### config.mk
export PLATFORM = sky130hd
export DESIGN_NAME = parallel_slave_port
export DESIGN_NICKNAME = d
export VERILOG_FILES = /design/src/rtl/psp_pkg.sv /design/src/rtl/parallel_slave_port.sv /design/src/rtl/psp_pin_sync.sv
export VERILOG_INCLUDE_DIRS = /design/src /design/src/rtl
export SDC_FILE = /design/constraint.sdc
export NUM_CORES = 1
export LEC_CHECK = 0
export ABC_AREA = 1
export CAP_MARGIN = 0
export CORE_MARGIN = 4
export CORE_UTILIZATION = 42
export CTS_CLUSTER_DIAMETER = 100
export DETAILED_ROUTE_END_ITERATION = 6
export DONT_BUFFER_PORTS = 1
export GPL_ROUTABILITY_DRIVEN = 0
export PLACE_DENSITY = 0.64
export SLEW_MARGIN = 20
export SYNTH_ARGS = -nofsm -noshare
export SYNTH_HDL_FRONTEND = slang
export SYNTH_SLANG_ARGS = --single-unit
### constraint.sdc
create_clock -name SYS_CLK -period 3.07 [get_ports SYS_CLK]
set_input_delay 0.614 -clock SYS_CLK [delete_from_list [all_inputs] [get_ports SYS_CLK]]
set_output_delay 0.614 -clock SYS_CLK [all_outputs]
set_load 0.02 [all_outputs]
### src/rtl/psp_cfg.svh
// constants of the parallel slave port: offsets, field positions, reset values
// assumes a 32-bit classic wishbone slave with byte addresses
`ifndef PSP_CFG_SVH
`define PSP_CFG_SVH

`define PSP_ADR_W        8
`define PSP_OFS_PD_PINS  8'h00
`define PSP_OFS_PD_LAT   8'h04
`define PSP_OFS_PD_DIR   8'h08
`define PSP_OFS_PE_PINS  8'h0c
`define PSP_OFS_PE_LAT   8'h10
`define PSP_OFS_PE_DIR   8'h14
`define PSP_OFS_CTRL     8'h18
`define PSP_OFS_ADC_CFG  8'h1c
`define PSP_OFS_INTCTL   8'h20
`define PSP_OFS_IRQ_FLG  8'h24
`define PSP_OFS_IRQ_EN   8'h28
`define PSP_OFS_IRQ_PRI  8'h2c

`define PSP_BIT_IBF      7
`define PSP_BIT_OBF      6
`define PSP_BIT_OVR      5
`define PSP_BIT_EN       4
`define PSP_BIT_IRQ      7
`define PSP_PIN_RD       0
`define PSP_PIN_WR       1
`define PSP_PIN_CS       2

`define PSP_RST_DIR      8'hff
`define PSP_RST_PRI      8'h7f
`define PSP_RST_ZERO8    8'h00
`define PSP_RST_ADC      6'h00
`define PSP_RST_PINS     11'h700
`define PSP_ALL_IN8      8'hff
`define PSP_ALL_DRIVE8   8'h00
`define PSP_CTRL_IN3     3'h7

`endif

### src/rtl/psp_pkg.sv
// types of the parallel slave port
// assumes psp_cfg.svh is not needed here: types only
package psp_pkg;

    typedef enum logic [2:0] {
        XFER_IDLE  = 3'b001,
        XFER_WRITE = 3'b010,
        XFER_READ  = 3'b100
    } xfer_t;

    typedef struct packed {
        logic [2:0] pe;
        logic [7:0] pd;
    } pins_t;

    typedef struct packed {
        xfer_t       xfer;
        logic [7:0]  pd_in_latch;
        logic [7:0]  pd_out_latch;
        logic [7:0]  pd_dir;
        logic [7:0]  pe_out_latch;
        logic [7:0]  pe_dir;
        logic        input_word_pending;
        logic        output_word_pending;
        logic        input_overrun;
        logic        slave_port_enable;
        logic [5:0]  converter_config_1;
        logic [7:0]  interrupt_control;
        logic [7:0]  irq_flags;
        logic [7:0]  irq_enables;
        logic [7:0]  irq_priority;
        logic        ack;
        logic [31:0] rdata;
        logic        irq;
        logic [7:0]  pd_out;
        logic [7:0]  pd_oe_n;
        logic [2:0]  pe_out;
        logic [2:0]  pe_oe_n;
        logic        ttl_sel;
    } state_t;

endpackage
### src/rtl/parallel_slave_port.sv
// parallel slave port on port d with port e strobes, wishbone register file
// assumes a classic wishbone master on SYS_CLK and asynchronous external pins
// external data must settle one clock before its strobe, as data and strobes share the synchroniser
//
// Local design decisions: register access over Wishbone and the register addresses.
`timescale 1ns/1ps
`default_nettype none
`include "psp_cfg.svh"

module parallel_slave_port (
    input  wire logic        SYS_CLK,
    input  wire logic        RSTN,
    input  wire logic        CE,
    input  wire logic        CYC_I,
    input  wire logic        STB_I,
    input  wire logic        WE_I,
    input  wire logic [7:0]  ADR_I,
    input  wire logic [3:0]  SEL_I,
    input  wire logic [31:0] DAT_I,
    output logic      [31:0] DAT_O,
    output logic             ACK_O,
    output logic             IRQ,
    input  wire logic [7:0]  PD_IN,
    output logic      [7:0]  PD_OUT,
    output logic      [7:0]  PD_OE_N,
    input  wire logic [2:0]  PE_IN,
    output logic      [2:0]  PE_OUT,
    output logic      [2:0]  PE_OE_N,
    output logic             PE_TTL_SEL
);

    ////////////////////////////////////////////////////////////////////////////
    // pin synchroniser

    psp_pkg::pins_t pins_raw;
    psp_pkg::pins_t pins;

    assign pins_raw.pe = PE_IN;
    assign pins_raw.pd = PD_IN;

    psp_pin_sync u_sync (
        .clk      (SYS_CLK),
        .rstn     (RSTN),
        .ce       (CE),
        .pins_in  (pins_raw),
        .pins_out (pins)
    );

    ////////////////////////////////////////////////////////////////////////////
    // address decode

    typedef enum logic [3:0] {
        R_PD_PINS,
        R_PD_LAT,
        R_PD_DIR,
        R_PE_PINS,
        R_PE_LAT,
        R_PE_DIR,
        R_CTRL,
        R_ADC,
        R_INTCTL,
        R_IRQ_FLG,
        R_IRQ_EN,
        R_IRQ_PRI,
        R_NONE
    } reg_sel_t;

    function automatic reg_sel_t decode(input logic [7:0] adr);
        reg_sel_t r;
        r = R_NONE;
        case (adr)
            `PSP_OFS_PD_PINS: r = R_PD_PINS;
            `PSP_OFS_PD_LAT:  r = R_PD_LAT;
            `PSP_OFS_PD_DIR:  r = R_PD_DIR;
            `PSP_OFS_PE_PINS: r = R_PE_PINS;
            `PSP_OFS_PE_LAT:  r = R_PE_LAT;
            `PSP_OFS_PE_DIR:  r = R_PE_DIR;
            `PSP_OFS_CTRL:    r = R_CTRL;
            `PSP_OFS_ADC_CFG: r = R_ADC;
            `PSP_OFS_INTCTL:  r = R_INTCTL;
            `PSP_OFS_IRQ_FLG: r = R_IRQ_FLG;
            `PSP_OFS_IRQ_EN:  r = R_IRQ_EN;
            `PSP_OFS_IRQ_PRI: r = R_IRQ_PRI;
            default:          r = R_NONE;
        endcase
        return r;
    endfunction

    // control/status byte; the low nibble is unimplemented and reads zero
    function automatic logic [7:0] status_byte(input psp_pkg::state_t st);
        return {st.input_word_pending, st.output_word_pending,
                st.input_overrun, st.slave_port_enable, 4'h0};
    endfunction

    // register read value; port d pins show the input latch in slave port mode
    function automatic logic [7:0] read_mux(input psp_pkg::state_t st,
                                            input psp_pkg::pins_t  pn,
                                            input reg_sel_t        rs);
        logic [7:0] b;
        b = `PSP_RST_ZERO8;
        case (rs)
            R_PD_PINS: b = st.slave_port_enable ? st.pd_in_latch : pn.pd;
            R_PD_LAT:  b = st.pd_out_latch;
            R_PD_DIR:  b = st.pd_dir;
            R_PE_PINS: b = {5'h00, pn.pe};
            R_PE_LAT:  b = st.pe_out_latch;
            R_PE_DIR:  b = st.pe_dir;
            R_CTRL:    b = status_byte(st);
            R_ADC:     b = {2'b00, st.converter_config_1};
            R_INTCTL:  b = st.interrupt_control;
            R_IRQ_FLG: b = st.irq_flags;
            R_IRQ_EN:  b = st.irq_enables;
            R_IRQ_PRI: b = st.irq_priority;
            default:   b = `PSP_RST_ZERO8;
        endcase
        return b;
    endfunction

    // a transfer needs select and its strobe seen low in the same sample
    function automatic logic pair_low(input logic sel_low, input logic strobe_low);
        logic p;
        p = sel_low & strobe_low;
        return p;
    endfunction

    ////////////////////////////////////////////////////////////////////////////
    // state

    psp_pkg::state_t s_reg;
    psp_pkg::state_t s_next;

    logic     req;
    logic     wr_req;
    logic     rd_req;
    reg_sel_t sel;
    logic     cs;
    logic     rd;
    logic     wr;
    logic     ext_wr_ev;
    logic     ext_rd_ev;
    logic     cpu_rd_in;
    logic     cpu_wr_out;
    logic [7:0] rbyte;
    logic [7:0] wbyte;

    always_comb begin
        s_next    = s_reg;
        req       = CYC_I & STB_I & ~s_reg.ack;
        wr_req    = req & WE_I & SEL_I[0];
        rd_req    = req & ~WE_I;
        sel       = decode(ADR_I);
        wbyte     = DAT_I[7:0];
        ext_wr_ev = 1'b0;
        ext_rd_ev = 1'b0;
        cpu_rd_in = 1'b0;
        cpu_wr_out = 1'b0;
        rbyte     = `PSP_RST_ZERO8;
        // strobes only count as control inputs in slave port mode
        cs = s_reg.slave_port_enable & ~pins.pe[`PSP_PIN_CS];
        rd = ~pins.pe[`PSP_PIN_RD];
        wr = ~pins.pe[`PSP_PIN_WR];

        // external transfer tracker: an event fires once per strobe assertion
        case (s_reg.xfer)
            psp_pkg::XFER_IDLE: begin
                if (pair_low(cs, wr)) begin
                    s_next.xfer = psp_pkg::XFER_WRITE;
                    ext_wr_ev   = 1'b1;
                end else if (pair_low(cs, rd)) begin
                    s_next.xfer = psp_pkg::XFER_READ;
                    ext_rd_ev   = 1'b1;
                end
            end
            psp_pkg::XFER_WRITE: begin
                if (!pair_low(cs, wr)) begin
                    s_next.xfer = psp_pkg::XFER_IDLE;
                end
            end
            psp_pkg::XFER_READ: begin
                if (!pair_low(cs, rd)) begin
                    s_next.xfer = psp_pkg::XFER_IDLE;
                end
            end
            default: begin
                s_next.xfer = psp_pkg::XFER_IDLE;
            end
        endcase

        // register reads
        rbyte = read_mux(s_reg, pins, sel);
        s_next.ack   = req;
        s_next.rdata = rd_req ? {24'h000000, rbyte} : 32'h00000000;
        cpu_rd_in    = rd_req & (sel == R_PD_PINS) & s_reg.slave_port_enable;

        // register writes; hardware sets below take priority over these clears
        if (wr_req) begin
            case (sel)
                R_PD_PINS: begin
                    s_next.pd_out_latch = wbyte;
                    cpu_wr_out = s_reg.slave_port_enable;
                end
                R_PD_LAT:  s_next.pd_out_latch = wbyte;
                R_PD_DIR:  s_next.pd_dir       = wbyte;
                R_PE_PINS: s_next.pe_out_latch = wbyte;
                R_PE_LAT:  s_next.pe_out_latch = wbyte;
                R_PE_DIR:  s_next.pe_dir       = wbyte;
                R_CTRL: begin
                    s_next.slave_port_enable = wbyte[`PSP_BIT_EN];
                    if (!wbyte[`PSP_BIT_OVR]) begin
                        s_next.input_overrun = 1'b0;
                    end
                end
                R_ADC:     s_next.converter_config_1 = wbyte[5:0];
                R_INTCTL:  s_next.interrupt_control  = wbyte;
                R_IRQ_FLG: s_next.irq_flags   = s_reg.irq_flags & ~wbyte;
                R_IRQ_EN:  s_next.irq_enables = wbyte;
                R_IRQ_PRI: s_next.irq_priority = wbyte;
                default: begin
                end
            endcase
        end

        // flag updates: clear first, set after so a coincident event is kept
        if (cpu_rd_in) begin
            s_next.input_word_pending = 1'b0;
        end
        if (ext_rd_ev) begin
            s_next.output_word_pending = 1'b0;
        end
        if (cpu_wr_out) begin
            s_next.output_word_pending = 1'b1;
        end
        if (ext_wr_ev) begin
            if (s_reg.input_word_pending & ~cpu_rd_in) begin
                s_next.input_overrun = 1'b1;
            end else begin
                // an overrun keeps the unread word; the new one is lost
                s_next.pd_in_latch = pins.pd;
            end
            s_next.input_word_pending = 1'b1;
        end
        if (ext_wr_ev | ext_rd_ev) begin
            s_next.irq_flags[`PSP_BIT_IRQ] = 1'b1;
        end
        if (!s_reg.slave_port_enable) begin
            s_next.xfer = psp_pkg::XFER_IDLE;
        end

        // pins are driven from next state so outputs track the flops directly
        s_next.irq    = |(s_next.irq_flags & s_next.irq_enables);
        s_next.pd_out = s_next.pd_out_latch;
        if (s_next.slave_port_enable) begin
            // data bus driven only during an external read
            s_next.pd_oe_n = (s_next.xfer == psp_pkg::XFER_READ) ? `PSP_ALL_DRIVE8
                                                                 : `PSP_ALL_IN8;
            s_next.pe_oe_n = `PSP_CTRL_IN3;
        end else begin
            s_next.pd_oe_n = s_next.pd_dir;
            s_next.pe_oe_n = s_next.pe_dir[2:0];
        end
        s_next.pe_out  = s_next.pe_out_latch[2:0];
        s_next.ttl_sel = s_next.slave_port_enable;
    end

    ////////////////////////////////////////////////////////////////////////////
    // state register

    always_ff @(posedge SYS_CLK) begin
        if (!RSTN) begin
            s_reg              <= '0;
            s_reg.xfer         <= psp_pkg::XFER_IDLE;
            s_reg.pd_dir       <= `PSP_RST_DIR;
            s_reg.pe_dir       <= `PSP_RST_DIR;
            s_reg.pd_oe_n      <= `PSP_ALL_IN8;
            s_reg.pe_oe_n      <= `PSP_CTRL_IN3;
            s_reg.converter_config_1 <= `PSP_RST_ADC;
            s_reg.irq_priority <= `PSP_RST_PRI;
        end else if (CE) begin
            s_reg <= s_next;
        end
    end

    assign DAT_O      = s_reg.rdata;
    assign ACK_O      = s_reg.ack;
    assign IRQ        = s_reg.irq;
    assign PD_OUT     = s_reg.pd_out;
    assign PD_OE_N    = s_reg.pd_oe_n;
    assign PE_OUT     = s_reg.pe_out;
    assign PE_OE_N    = s_reg.pe_oe_n;
    assign PE_TTL_SEL = s_reg.ttl_sel;

endmodule
`default_nettype wire

### src/rtl/psp_pin_sync.sv
// two-flop synchroniser for the port d and port e pins
// assumes pins are asynchronous to SYS_CLK; only the second stage is read
`timescale 1ns/1ps
`default_nettype none
`include "psp_cfg.svh"

module psp_pin_sync (
    input  wire logic          clk,
    input  wire logic          rstn,
    input  wire logic          ce,
    input  wire psp_pkg::pins_t pins_in,
    output psp_pkg::pins_t     pins_out
);

    psp_pkg::pins_t meta_reg;
    psp_pkg::pins_t sync_reg;

    // strobes idle high after reset so no transfer is seen
    always_ff @(posedge clk) begin
        if (!rstn) begin
            meta_reg <= `PSP_RST_PINS;
            sync_reg <= `PSP_RST_PINS;
        end else if (ce) begin
            meta_reg <= pins_in;
            sync_reg <= meta_reg;
        end
    end

    assign pins_out = sync_reg;

endmodule
`default_nettype wire

==> Flow_metrics.wiki, run 1 <==
{| class="wikitable"
! Metric !! Value
|-
| RSZ-0062 raised after global routing || no
|-
| Area of placed instances || 0.006342 sq mm
|-
| IO Port Bufs || 0
|-
| Non-Filler Cell Area, Final || 0.007028 sq mm
|-
| Post-detailed-route count of antenna-violating nets || 0
|-
| Final-stage net count || 941
|-
| Sequential cell area || 0.002562 sq mm
|-
| Number of endpoints with negative hold slack in the final report || 0
|-
| Mean post-synth cell area || 7.120 sq um
|-
| GR Overflow Total || 0
|-
| Static Leak || 3.066 nW
|-
| Critical Path Slowest Stage Cell || sky130_fd_sc_hd__or2_1
|-
| Number of gates given a new drive strength after cts || 0
|-
| Clock tree buffer depth || 2
|-
| Synthesized cell area || 0.006536 sq mm
|-
| Pin count of the biggest net entering global routing || 73
|-
| Worst min-delay path class || in2reg
|-
| Total of endpoints with negative setup slack in the final report || 0
|-
| Arrival time of data at the critical path endpoint || 2.70 ns
|-
| Critical Path Max Stage Delay || 0.38 ns
|-
| Initial antenna violation count || 0
|-
| Crit Reg-Reg Startpoint || ACK_O$_SDFFE_PN0P_
|-
| Count of final max-slew check failures || 0
|-
| Cell type with the largest total area after synthesis || sky130_fd_sc_hd__dfxtp_1
|-
| Clock root cell || sky130_fd_sc_hd__clkbuf_16
|-
| Routed length per placed instance || 16.88 microns
|-
| Shortest clock period the worst path allows after layout || 2.414 ns
|-
| Die outline area || 0.01762 sq mm
|-
| Routed via count || 5645
|-
| Type of the setup path with the least slack || in2reg
|-
| Post-CTS Hold Fix Bufs || 0
|-
| Max-cap check violation count || 0
|-
| Final clock skew || 0.004656 ns
|-
| Count of fill cells added during filler insertion || 1571
|-
| Initial standard-cell utilization of the core || 43.00%
|-
| Worst slew margin relative to its limit || 30.45%
|-
| Skew-Pair Late Insertion Delay || 0.42 ns
|-
| First drt pass iteration count || 5
|-
| Ratio of cells with drive above 1 in the final layout || 12.25%
|-
| Number of global-route vias before repair || 5194
|-
| Worst setup SP type || input pin
|-
| Clock sink count || 128
|-
| Die width || 132.8 microns
|-
| Violation count after the first detailed-route iteration || 597
|-
| Hold path startpoint || RSTN
|-
| Final period utilization || 78.62%
|-
| Depth of the CTS H-tree || 4
|-
| Crit path cell chain || nor2_4 > inv_2 > nor2_1 > inv_1 > ha_1 > nand2_4 > nand4_4 > nor2_4 > inv_2 > o21ai_1 > nand2_1 > nand2_2 > or2_1 > nand3_2
|-
| Seq/Total Area, Yosys || 39.20%
|-
| Area delta synth->final || 7.523%
|-
| Setup_tns || 0 ns
|-
| CTS tree || yes
|-
| Cts bufs inserted || 17
|-
| Maximum fanout along the worst path || 8
|-
| Share of the synthesized area in the top cell type || 39.20%
|-
| CTS clock-pin slew for the worst setup and hold paths || 0.06 ns
|-
| Achievable Freq || 414.3 MHz
|-
| Worst Tran Pin Value || 1.042 ns
|-
| Pwr Density || 614.3 mW/mm^2
|-
| Global-route total usage across every layer || 20.98%
|-
| Endpoint type of the worst setup path || flop
|-
| Die outline height || 132.8 microns
|-
| Cell types occupying the most area after synthesis || sky130_fd_sc_hd__dfxtp_1 (39%), sky130_fd_sc_hd__nand2_1 (11%), sky130_fd_sc_hd__buf_4 (6.7%)
|-
| Wire length of the first global-routing pass || 28870 microns
|-
| Total core area || 0.01520 sq mm
|-
| Remaining design rule violation count || 0
|-
| Number of primary I/O pins || 118
|-
| Count of standard-cell rows || 45
|-
| Via-to-Cell Ratio || 5.237
|-
| Number of synthesis warnings || 0
|-
| Post-synthesis sequential element count || 128
|-
| Post-CTS Setup Bufs || 0
|-
| Number of instances in the synthesized netlist || 918
|-
| Multi-input logic area || 0.003147 sq mm
|-
| Ant. Diodes || 0
|-
| Total detailed-routing wirelength || 18200 microns
|-
| Outcome || finished, final reports clean
|-
| Number of different library cells in the post-synthesis netlist || 40
|-
| Placed wire-length estimate after detailed placement || 12650 microns
|-
| Register-to-register setup slack || 1.06 ns
|-
| Startpoint of the most critical setup path || ADR_I[1]
|-
| Flip-flop count of the largest register, all copies and words added || 73
|-
| Worst endpoint required time || 3.36 ns
|-
| Worst vdd ir || 0.0003864 V
|}
## where the power goes
part / switching (W) / internal (W)
Combinational: 0.000165 / 0.0000644
Clock: 0.000765 / 0.00157
Sequential: 0.0000444 / 0.00171
## kinds of logic after synthesis
family,after synthesis,synth area share (%)
and+or+nand+nor,397,28.27
AOI/OAI and AO/OA,211,17.92
buffers and inverters,178,13.97
DFF,128,39.20
adders and majority gates,3,0.5743
other,1,0.05737
## worst paths after layout
| kind | cells past startpoint | to |
|---|---|---|
| setup / recovery | 14 | PD_OE_N[3]$_SDFFE_PN1P_ |
| hold / removal | 1 | s_reg[122]$_SDFFE_PN1P_ |
| setup reg to reg | 12 | IRQ$_SDFFE_PN0P_ |
| hold reg to reg | 2 | s_reg[79]$_SDFFE_PN0P_ |
## cell usage in the layout, fill, tap and decap left out, types with 3 or more instances in the layout
cell type	instances
sky130_fd_sc_hd__bufinv_16	6
sky130_fd_sc_hd__a211o_1	7
sky130_fd_sc_hd__nand2_1	200
sky130_fd_sc_hd__nor2_4	10
sky130_fd_sc_hd__inv_1	66
sky130_fd_sc_hd__nor2_1	93
sky130_fd_sc_hd__a21oi_1	81
sky130_fd_sc_hd__o211ai_1	17
sky130_fd_sc_hd__a211oi_1	3
sky130_fd_sc_hd__clkbuf_16	17
sky130_fd_sc_hd__nor3_1	7
sky130_fd_sc_hd__o21ai_1	17
sky130_fd_sc_hd__conb_1	24
sky130_fd_sc_hd__inv_2	15
sky130_fd_sc_hd__nand3_1	47
sky130_fd_sc_hd__clkinvlp_4	4
sky130_fd_sc_hd__dfxtp_1	128
sky130_fd_sc_hd__nor2_2	7
sky130_fd_sc_hd__buf_4	10
sky130_fd_sc_hd__nand3_2	14
sky130_fd_sc_hd__nand2_2	9
sky130_fd_sc_hd__o21ai_0	78
sky130_fd_sc_hd__ha_1	3
sky130_fd_sc_hd__nand2_4	4
## through the flow
step	hold WS, ns	cells	total power (W)	setup slack, ns	util [%]
3_5_place_dp	0.4413	1046	0.002016	0.2251	41.72
3_3_place_gp	0.4369	1046	0.002013	0.2494	41.72
6_report	0.2936	1078	0.004317	0.6562	46.23
2_1_floorplan	0.4292	941	0.002015	0.6751	-
4_1_cts	0.2690	1078	0.004346	0.6720	46.23
5_1_grt	0.2745	1078	0.004464	0.3887	46.23
## synth_stat cells (all sizes together)
| cell | number |
|---|---|
| a211o | 7 |
| a211oi | 4 |
| a21boi | 1 |
| a21oi | 81 |
| a221oi | 1 |
| a311oi | 1 |
| buf | 70 |
| clkbuf | 23 |
| clkinv | 3 |
| conb | 1 |
| dfxtp | 128 |
| ha | 3 |
| inv | 82 |
| nand2 | 213 |
| nand3 | 61 |
| nand4 | 3 |
| nor2 | 112 |
| nor3 | 7 |
| o211a | 1 |
| o211ai | 17 |
| o21ai | 97 |
| o22ai | 1 |
| or2 | 1 |
## cell type report
cell class              instances  share of cell area [%]
multi-input cells             635                   44.77
clock buffers                  19                   6.445
flip-flops and latches        128                   36.46
clock inverters                13                   3.311
repair buffers                 10                   1.068
inverters                      85                   4.593
well taps                     188                   3.347
## critical path: cells and delay by family
family	cells	cell delay, ns
compound gates	1	0.12
fa+ha+maj	1	0.23
buf+inv	3	0.25
simple gates	9	1.48
## routing by layer
metal	up-vias	wire length (microns)	global-route usage, %
met2	215	8015	32.05
met5	-	0	0
met3	28	1575	5.932
met1	2568	8129	28.05
met4	0	481	8.372
li1	2834	-	-
No activity file was read; power rests on OpenSTA's default activity.
==> run 2: changes to the inputs <==
ABC_AREA = 0   (was 1)
clock period = 2.4 ns   (was 3.07 ns; I/O delays follow)
==> run 2 against run 1 <==
  * The flow now finishes with violations (negative setup slack)
  * Via count up 3.4%
  * Wire length up 14%
  * Hold slack worse by 0.15 ns
  * Sequential share of layout area down 3.7 points
  * First-iteration DRC count up 0.84%
  * Clock power up 13%
  * Clock skew up 0.0054 ns
  * Sequential cell count unchanged
  * Non-clock buffer count up 62
  * Core utilization up 3.3 points
  * Global-route usage up 2.0 points
==> Flow_metrics.wiki, run 2 <==
{| class="wikitable"
! Metric !! Value
|-
| Outcome || finished with violations
|-
| Violated checks || negative setup slack
|-
| Die width || 134.6 microns (+1.4%)
|-
| Total core area || 0.01577 sq mm (+3.7%)
|-
| Internal Power || 0.003905 W (+17%)
|-
| Placed wire-length estimate after detailed placement || 14470 microns (+14%)
|-
| Post-synthesis sequential element count || 128 (unchanged)
|-
| Cell count of the worst hold path || 1 (unchanged)
|-
| CTS clock-pin slew for the worst setup and hold paths || 0.06 ns (about the same)
|-
| Primary flip-flop cell chosen by synthesis mapping || sky130_fd_sc_hd__dfxtp_1
|-
| Pre-CTS setup slack || -0.4345 ns (-0.6597 ns)
|-
| Max-cap check violation count || 0 (unchanged)
|-
| Main combinational cell family by area after synthesis || simple AND/OR/NAND/NOR gates
|-
| Via-to-Cell Ratio || 5.798 (+11%)
|-
| Clock root cell || sky130_fd_sc_hd__clkbuf_16
|-
| Mean post-synth cell area || 8.778 sq um (+23%)
|-
| Leading cell type in the layout, fill and taps excluded || sky130_fd_sc_hd__dfxtp_1
|-
| Final clock skew || 0.01004 ns (+0.005383 ns)
|-
| Met2 demand-to-capacity share in global routing || 35.56% (+3.5 points)
|-
| Die outline area || 0.01812 sq mm (+2.8%)
|-
| Asr flop ratio synth || 0% (unchanged)
|-
| Ratio of cells with drive above 1 in the final layout || 21.62% (+9.4 points)
|-
| Maximum fanout along the worst path || 11 (+3)
|-
| Remaining design rule violation count || 0 (unchanged)
|-
| Portion of total power attributed to combinational logic || 4.8% (-0.5 points)
|-
| Share of the synthesized area in the top cell type || 38.06% (-1.1 points)
|-
| Sequential cell area || 0.002562 sq mm (unchanged)
|-
| Commonest non-fill, non-tap cells in the layout || sky130_fd_sc_hd__dfxtp_1 (128), sky130_fd_sc_hd__nand2_1 (108), sky130_fd_sc_hd__buf_4 (66), sky130_fd_sc_hd__mux2i_1 (65), sky130_fd_sc_hd__nor2b_1 (58)
|-
| Number of instances in the synthesized netlist || 767 (-16%)
|-
| Routed length per placed instance || 20.69 microns (+23%)
|-
| Switching share of power || 23.01% (+0.44 points)
|-
| Area fraction in compound gates after synthesis || 16.52% (-1.4 points)
|-
| Worst Tran Pin Value || 0.7675 ns (-0.2743 ns)
|-
| Achievable Freq || 416.1 MHz
|-
| Global-route total usage across every layer || 22.99% (+2.0 points)
|-
| Register share of total power || 43.1% (+2.4 points)
|-
| Leading post-synthesis cells by instance count || sky130_fd_sc_hd__dfxtp_1 (128), sky130_fd_sc_hd__nand2_1 (108), sky130_fd_sc_hd__mux2i_1 (65)
|-
| Synthesized cell area || 0.006733 sq mm (+3.0%)
|-
| Count of fill cells added during filler insertion || 1500 (-4.5%)
|-
| Number of synthesis warnings || 0 (unchanged)
|-
| Overall power || 0.005072 W (+17%)
|-
| Hold path startpoint || DAT_I[4]
|-
| Critical register-to-register path endpoint || IRQ$_SDFFE_PN0P_
|-
| Layer with the highest usage after global routing || met2
|-
| Number of endpoints with negative hold slack in the final report || 0 (unchanged)
|-
| GR Overflow Total || 0 (unchanged)
|-
| Worst endpoint required time || 2.69 ns (-0.67 ns)
|-
| Wire length of the first global-routing pass || 31770 microns (+10%)
|-
| Worst min-delay path class || in2reg
|-
| Fraction of synthesized cell area in xor and xnor cells || 0.1301% (+0.13 points)
|-
| Post-synthesis share of cell area spent on and, or, nand and nor gates || 21.65% (-6.6 points)
|-
| Final Worst Setup Slack || -0.003533 ns (-0.6598 ns)
|-
| Pin count of the biggest net entering global routing || 130 (+78%)
|-
| Synth Area in Adders || 0.5575% (-0.017 points)
|-
| Seq/Total Area, Yosys || 38.06% (-1.1 points)
|-
| Count of standard-cell rows || 46 (+2.2%)
|-
| Ant. Diodes || 0 (unchanged)
|-
| Clock sink count || 128 (unchanged)
|-
| Worst vdd ir || 0.0004939 V (+28%)
|-
| Count of final max-slew check failures || 0 (unchanged)
|-
| Final period utilization || 100.1%
|-
| Post-detailed-route count of antenna-violating nets || 0 (unchanged)
|-
| Number of different library cells in the post-synthesis netlist || 72 (+80%)
|-
| Power share of the clock group || 52.1% (-1.9 points)
|-
| Total detailed-routing wirelength || 20830 microns (+14%)
|-
| Clock tree buffer depth || 2 (unchanged)
|-
| IO Port Bufs || 0 (unchanged)
|-
| Endpoint type of the worst setup path || flop
|-
| Sw Pwr || 0.001167 W (+20%)
|-
| Worst slew margin relative to its limit || 48.36% (+18 points)
|-
| Area delta synth->final || 16.08%
|-
| Cell types occupying the most area after synthesis || sky130_fd_sc_hd__dfxtp_1 (38%), sky130_fd_sc_hd__mux2i_1 (9.7%), sky130_fd_sc_hd__buf_4 (6.4%)
|-
| Number of primary I/O pins || 118 (unchanged)
|-
| Violation count after the first detailed-route iteration || 602 (+0.84%)
|-
| Routed via count || 5839 (+3.4%)
|-
| Skew-Pair Late Insertion Delay || 0.43 ns (about the same)
|-
| Register-to-register setup slack || 0.11 ns (-0.95 ns)
|-
| Shortest clock period the worst path allows after layout || 2.404 ns
|-
| Worst setup SP type || input pin
|-
| Flip-flop count of the largest register, all copies and words added || 73 (unchanged)
|-
| Arrival time of data at the critical path endpoint || 2.69 ns (about the same)
|-
| Most used standard cell by instance count after synthesis || sky130_fd_sc_hd__dfxtp_1
|-
| Depth of the CTS H-tree || 4 (unchanged)
|-
| Final-stage net count || 842 (-11%)
|-
| Crit Reg-Reg Startpoint || ACK_O$_SDFFE_PN0P_
|-
| Pwr Density || 649.1 mW/mm^2 (+5.7%)
|-
| Initial standard-cell utilization of the core || 42.69% (-0.30 points)
|-
| Cell type with the largest total area after synthesis || sky130_fd_sc_hd__dfxtp_1
|-
| Met1 track demand over resource || 29.47% (+1.4 points)
|-
| Static Leak || 2.861 nW (-6.7%)
|-
| Die outline height || 134.6 microns (+1.4%)
|-
| Type of the setup path with the least slack || in2reg
|-
| First drt pass iteration count || 6 (+1)
|-
| Cts bufs inserted || 17 (unchanged)
|-
| Terminating pin of the worst hold path || s_reg[77]$_SDFFE_PN0P_
|-
| Cell depth of the worst flop-to-flop path || 6 (-6)
|-
| Number of enable flip-flop cells after synthesis || 0 (unchanged)
|-
| Multiplexer share of the synthesized area || 13.18% (+13 points)
|-
| Multi-input logic area || 0.003744 sq mm (+19%)
|-
| Fraction of met3 tracks used by global routing || 8.495% (+2.6 points)
|-
| Total of endpoints with negative setup slack in the final report || 1 (+1)
|-
| CTS tree || yes
|-
| Initial antenna violation count || 0 (unchanged)
|-
| Number of global-route vias before repair || 5641 (+8.6%)
|}
## run 2: cell types whose count changed in the layout (fill, tap and decap cells not counted), moves of 14 or more
| cell | previous run | this run |
|---|---|---|
| sky130_fd_sc_hd__a21boi_0 | 1 | 16 |
| sky130_fd_sc_hd__a21oi_1 | 81 | 23 |
| sky130_fd_sc_hd__a22oi_1 | 0 | 16 |
| sky130_fd_sc_hd__buf_4 | 10 | 66 |
| sky130_fd_sc_hd__inv_1 | 66 | 10 |
| sky130_fd_sc_hd__inv_2 | 15 | 0 |
| sky130_fd_sc_hd__mux2_2 | 0 | 20 |
| sky130_fd_sc_hd__mux2i_1 | 0 | 65 |
| sky130_fd_sc_hd__nand2_1 | 200 | 108 |
| sky130_fd_sc_hd__nor2_1 | 93 | 20 |
| sky130_fd_sc_hd__nor2b_1 | 0 | 58 |
| sky130_fd_sc_hd__o211ai_1 | 17 | 3 |
| sky130_fd_sc_hd__o21ai_0 | 78 | 34 |
| sky130_fd_sc_hd__o21ai_1 | 17 | 0 |
## run 2: worst max-delay path by stage
stage,from,endpoint,cells past startpoint
6_report,ADR_I[0],IRQ$_SDFFE_PN0P_,10
5_1_grt,ADR_I[0],IRQ$_SDFFE_PN0P_,10
4_1_cts,ADR_I[1],PD_OE_N[2]$_SDFFE_PN1P_,10
3_5_place_dp,ADR_I[1],IRQ$_SDFFE_PN0P_,9
3_3_place_gp,ADR_I[1],IRQ$_SDFFE_PN0P_,9
2_1_floorplan,ADR_I[1],IRQ$_SDFFE_PN0P_,12
## run 2: cells by family (layout without fill, tap and decap cells)
logic type | after synthesis | after routing
AO/OA/AOI/OAI | 158 | 158
XOR/XNOR | 1 | 1
adder cells (fa/ha/maj) | 3 | 3
buffers and inverters | 113 | 114
flip-flops | 128 | 128
multiplexers | 86 | 86
other | 1 | 24
AND/OR/NAND/NOR | 277 | 277
## run 2: cell type report
cell class / instances / area share [%]
repair buffers: 72 / 7.573
well taps: 216 / 3.458
clock inverters: 11 / 1.649
clock buffers: 21 / 6.148
inverters: 10 / 0.4803
multi-input cells: 549 / 47.90
flip-flops and latches: 128 / 32.79
## run 2: worst max-delay path, stage by stage
cell and delay (ns):
sky130_fd_sc_hd__nor4_4 0.28, sky130_fd_sc_hd__nand3b_1 0.22, sky130_fd_sc_hd__buf_4 0.20, sky130_fd_sc_hd__ha_2 0.17, sky130_fd_sc_hd__or3b_4 0.31, sky130_fd_sc_hd__a21oi_2 0.07, sky130_fd_sc_hd__a311oi_1 0.28, sky130_fd_sc_hd__a311oi_1 0.11
sky130_fd_sc_hd__a2111oi_2 0.43, sky130_fd_sc_hd__a31oi_1 0.13
## run 2: power groups by stage
stage               registers, W  logic, W  clock network [W]
finish                   0.00219  0.000243            0.00264
global route             0.00219  0.000260            0.00278
CTS                      0.00219  0.000231            0.00267
detailed placement       0.00223  0.000229                  0
global placement         0.00223  0.000224                  0
floorplan                0.00222  0.000297                  0
## run 2: metal layers
| layer | part of all wire, % | vias to the layer above |
|---|---|---|
| met3 | 12 | 56 |
| met4 | 3.1 | 0 |
| li1 | - | 2685 |
| met1 | 41 | 2764 |
| met2 | 45 | 334 |
| met5 | 0 | - |
## run 2: what timing repair did
action / CTS / global route
pin swaps: 0 / 6
setup buffers: 0 / 6
hold endpoints to repair: 0 / 0
resized for setup: 1 / 8
hold buffers: 0 / 0
gates cloned: 0 / 1
setup endpoints to repair: 1 / 25
## run 2: stage by stage
stage / instance area (sq um) / std cells / setup TNS (ns) / hold slack (ns) / utilization [%]
detailed placement: 7117 / 968 / -14.44 / 0.4422 / 45.13
global route: 7815 / 1007 / -0.1008 / 0.1262 / 49.56
global placement: 7117 / 968 / -9.715 / 0.4343 / 45.13
finish: 7815 / 1007 / -0.003533 / 0.1428 / 49.56
floorplan: 6959 / 790 / -20.22 / 0.4216 / -
CTS: 7731 / 1000 / 0 / 0.1235 / 49.02
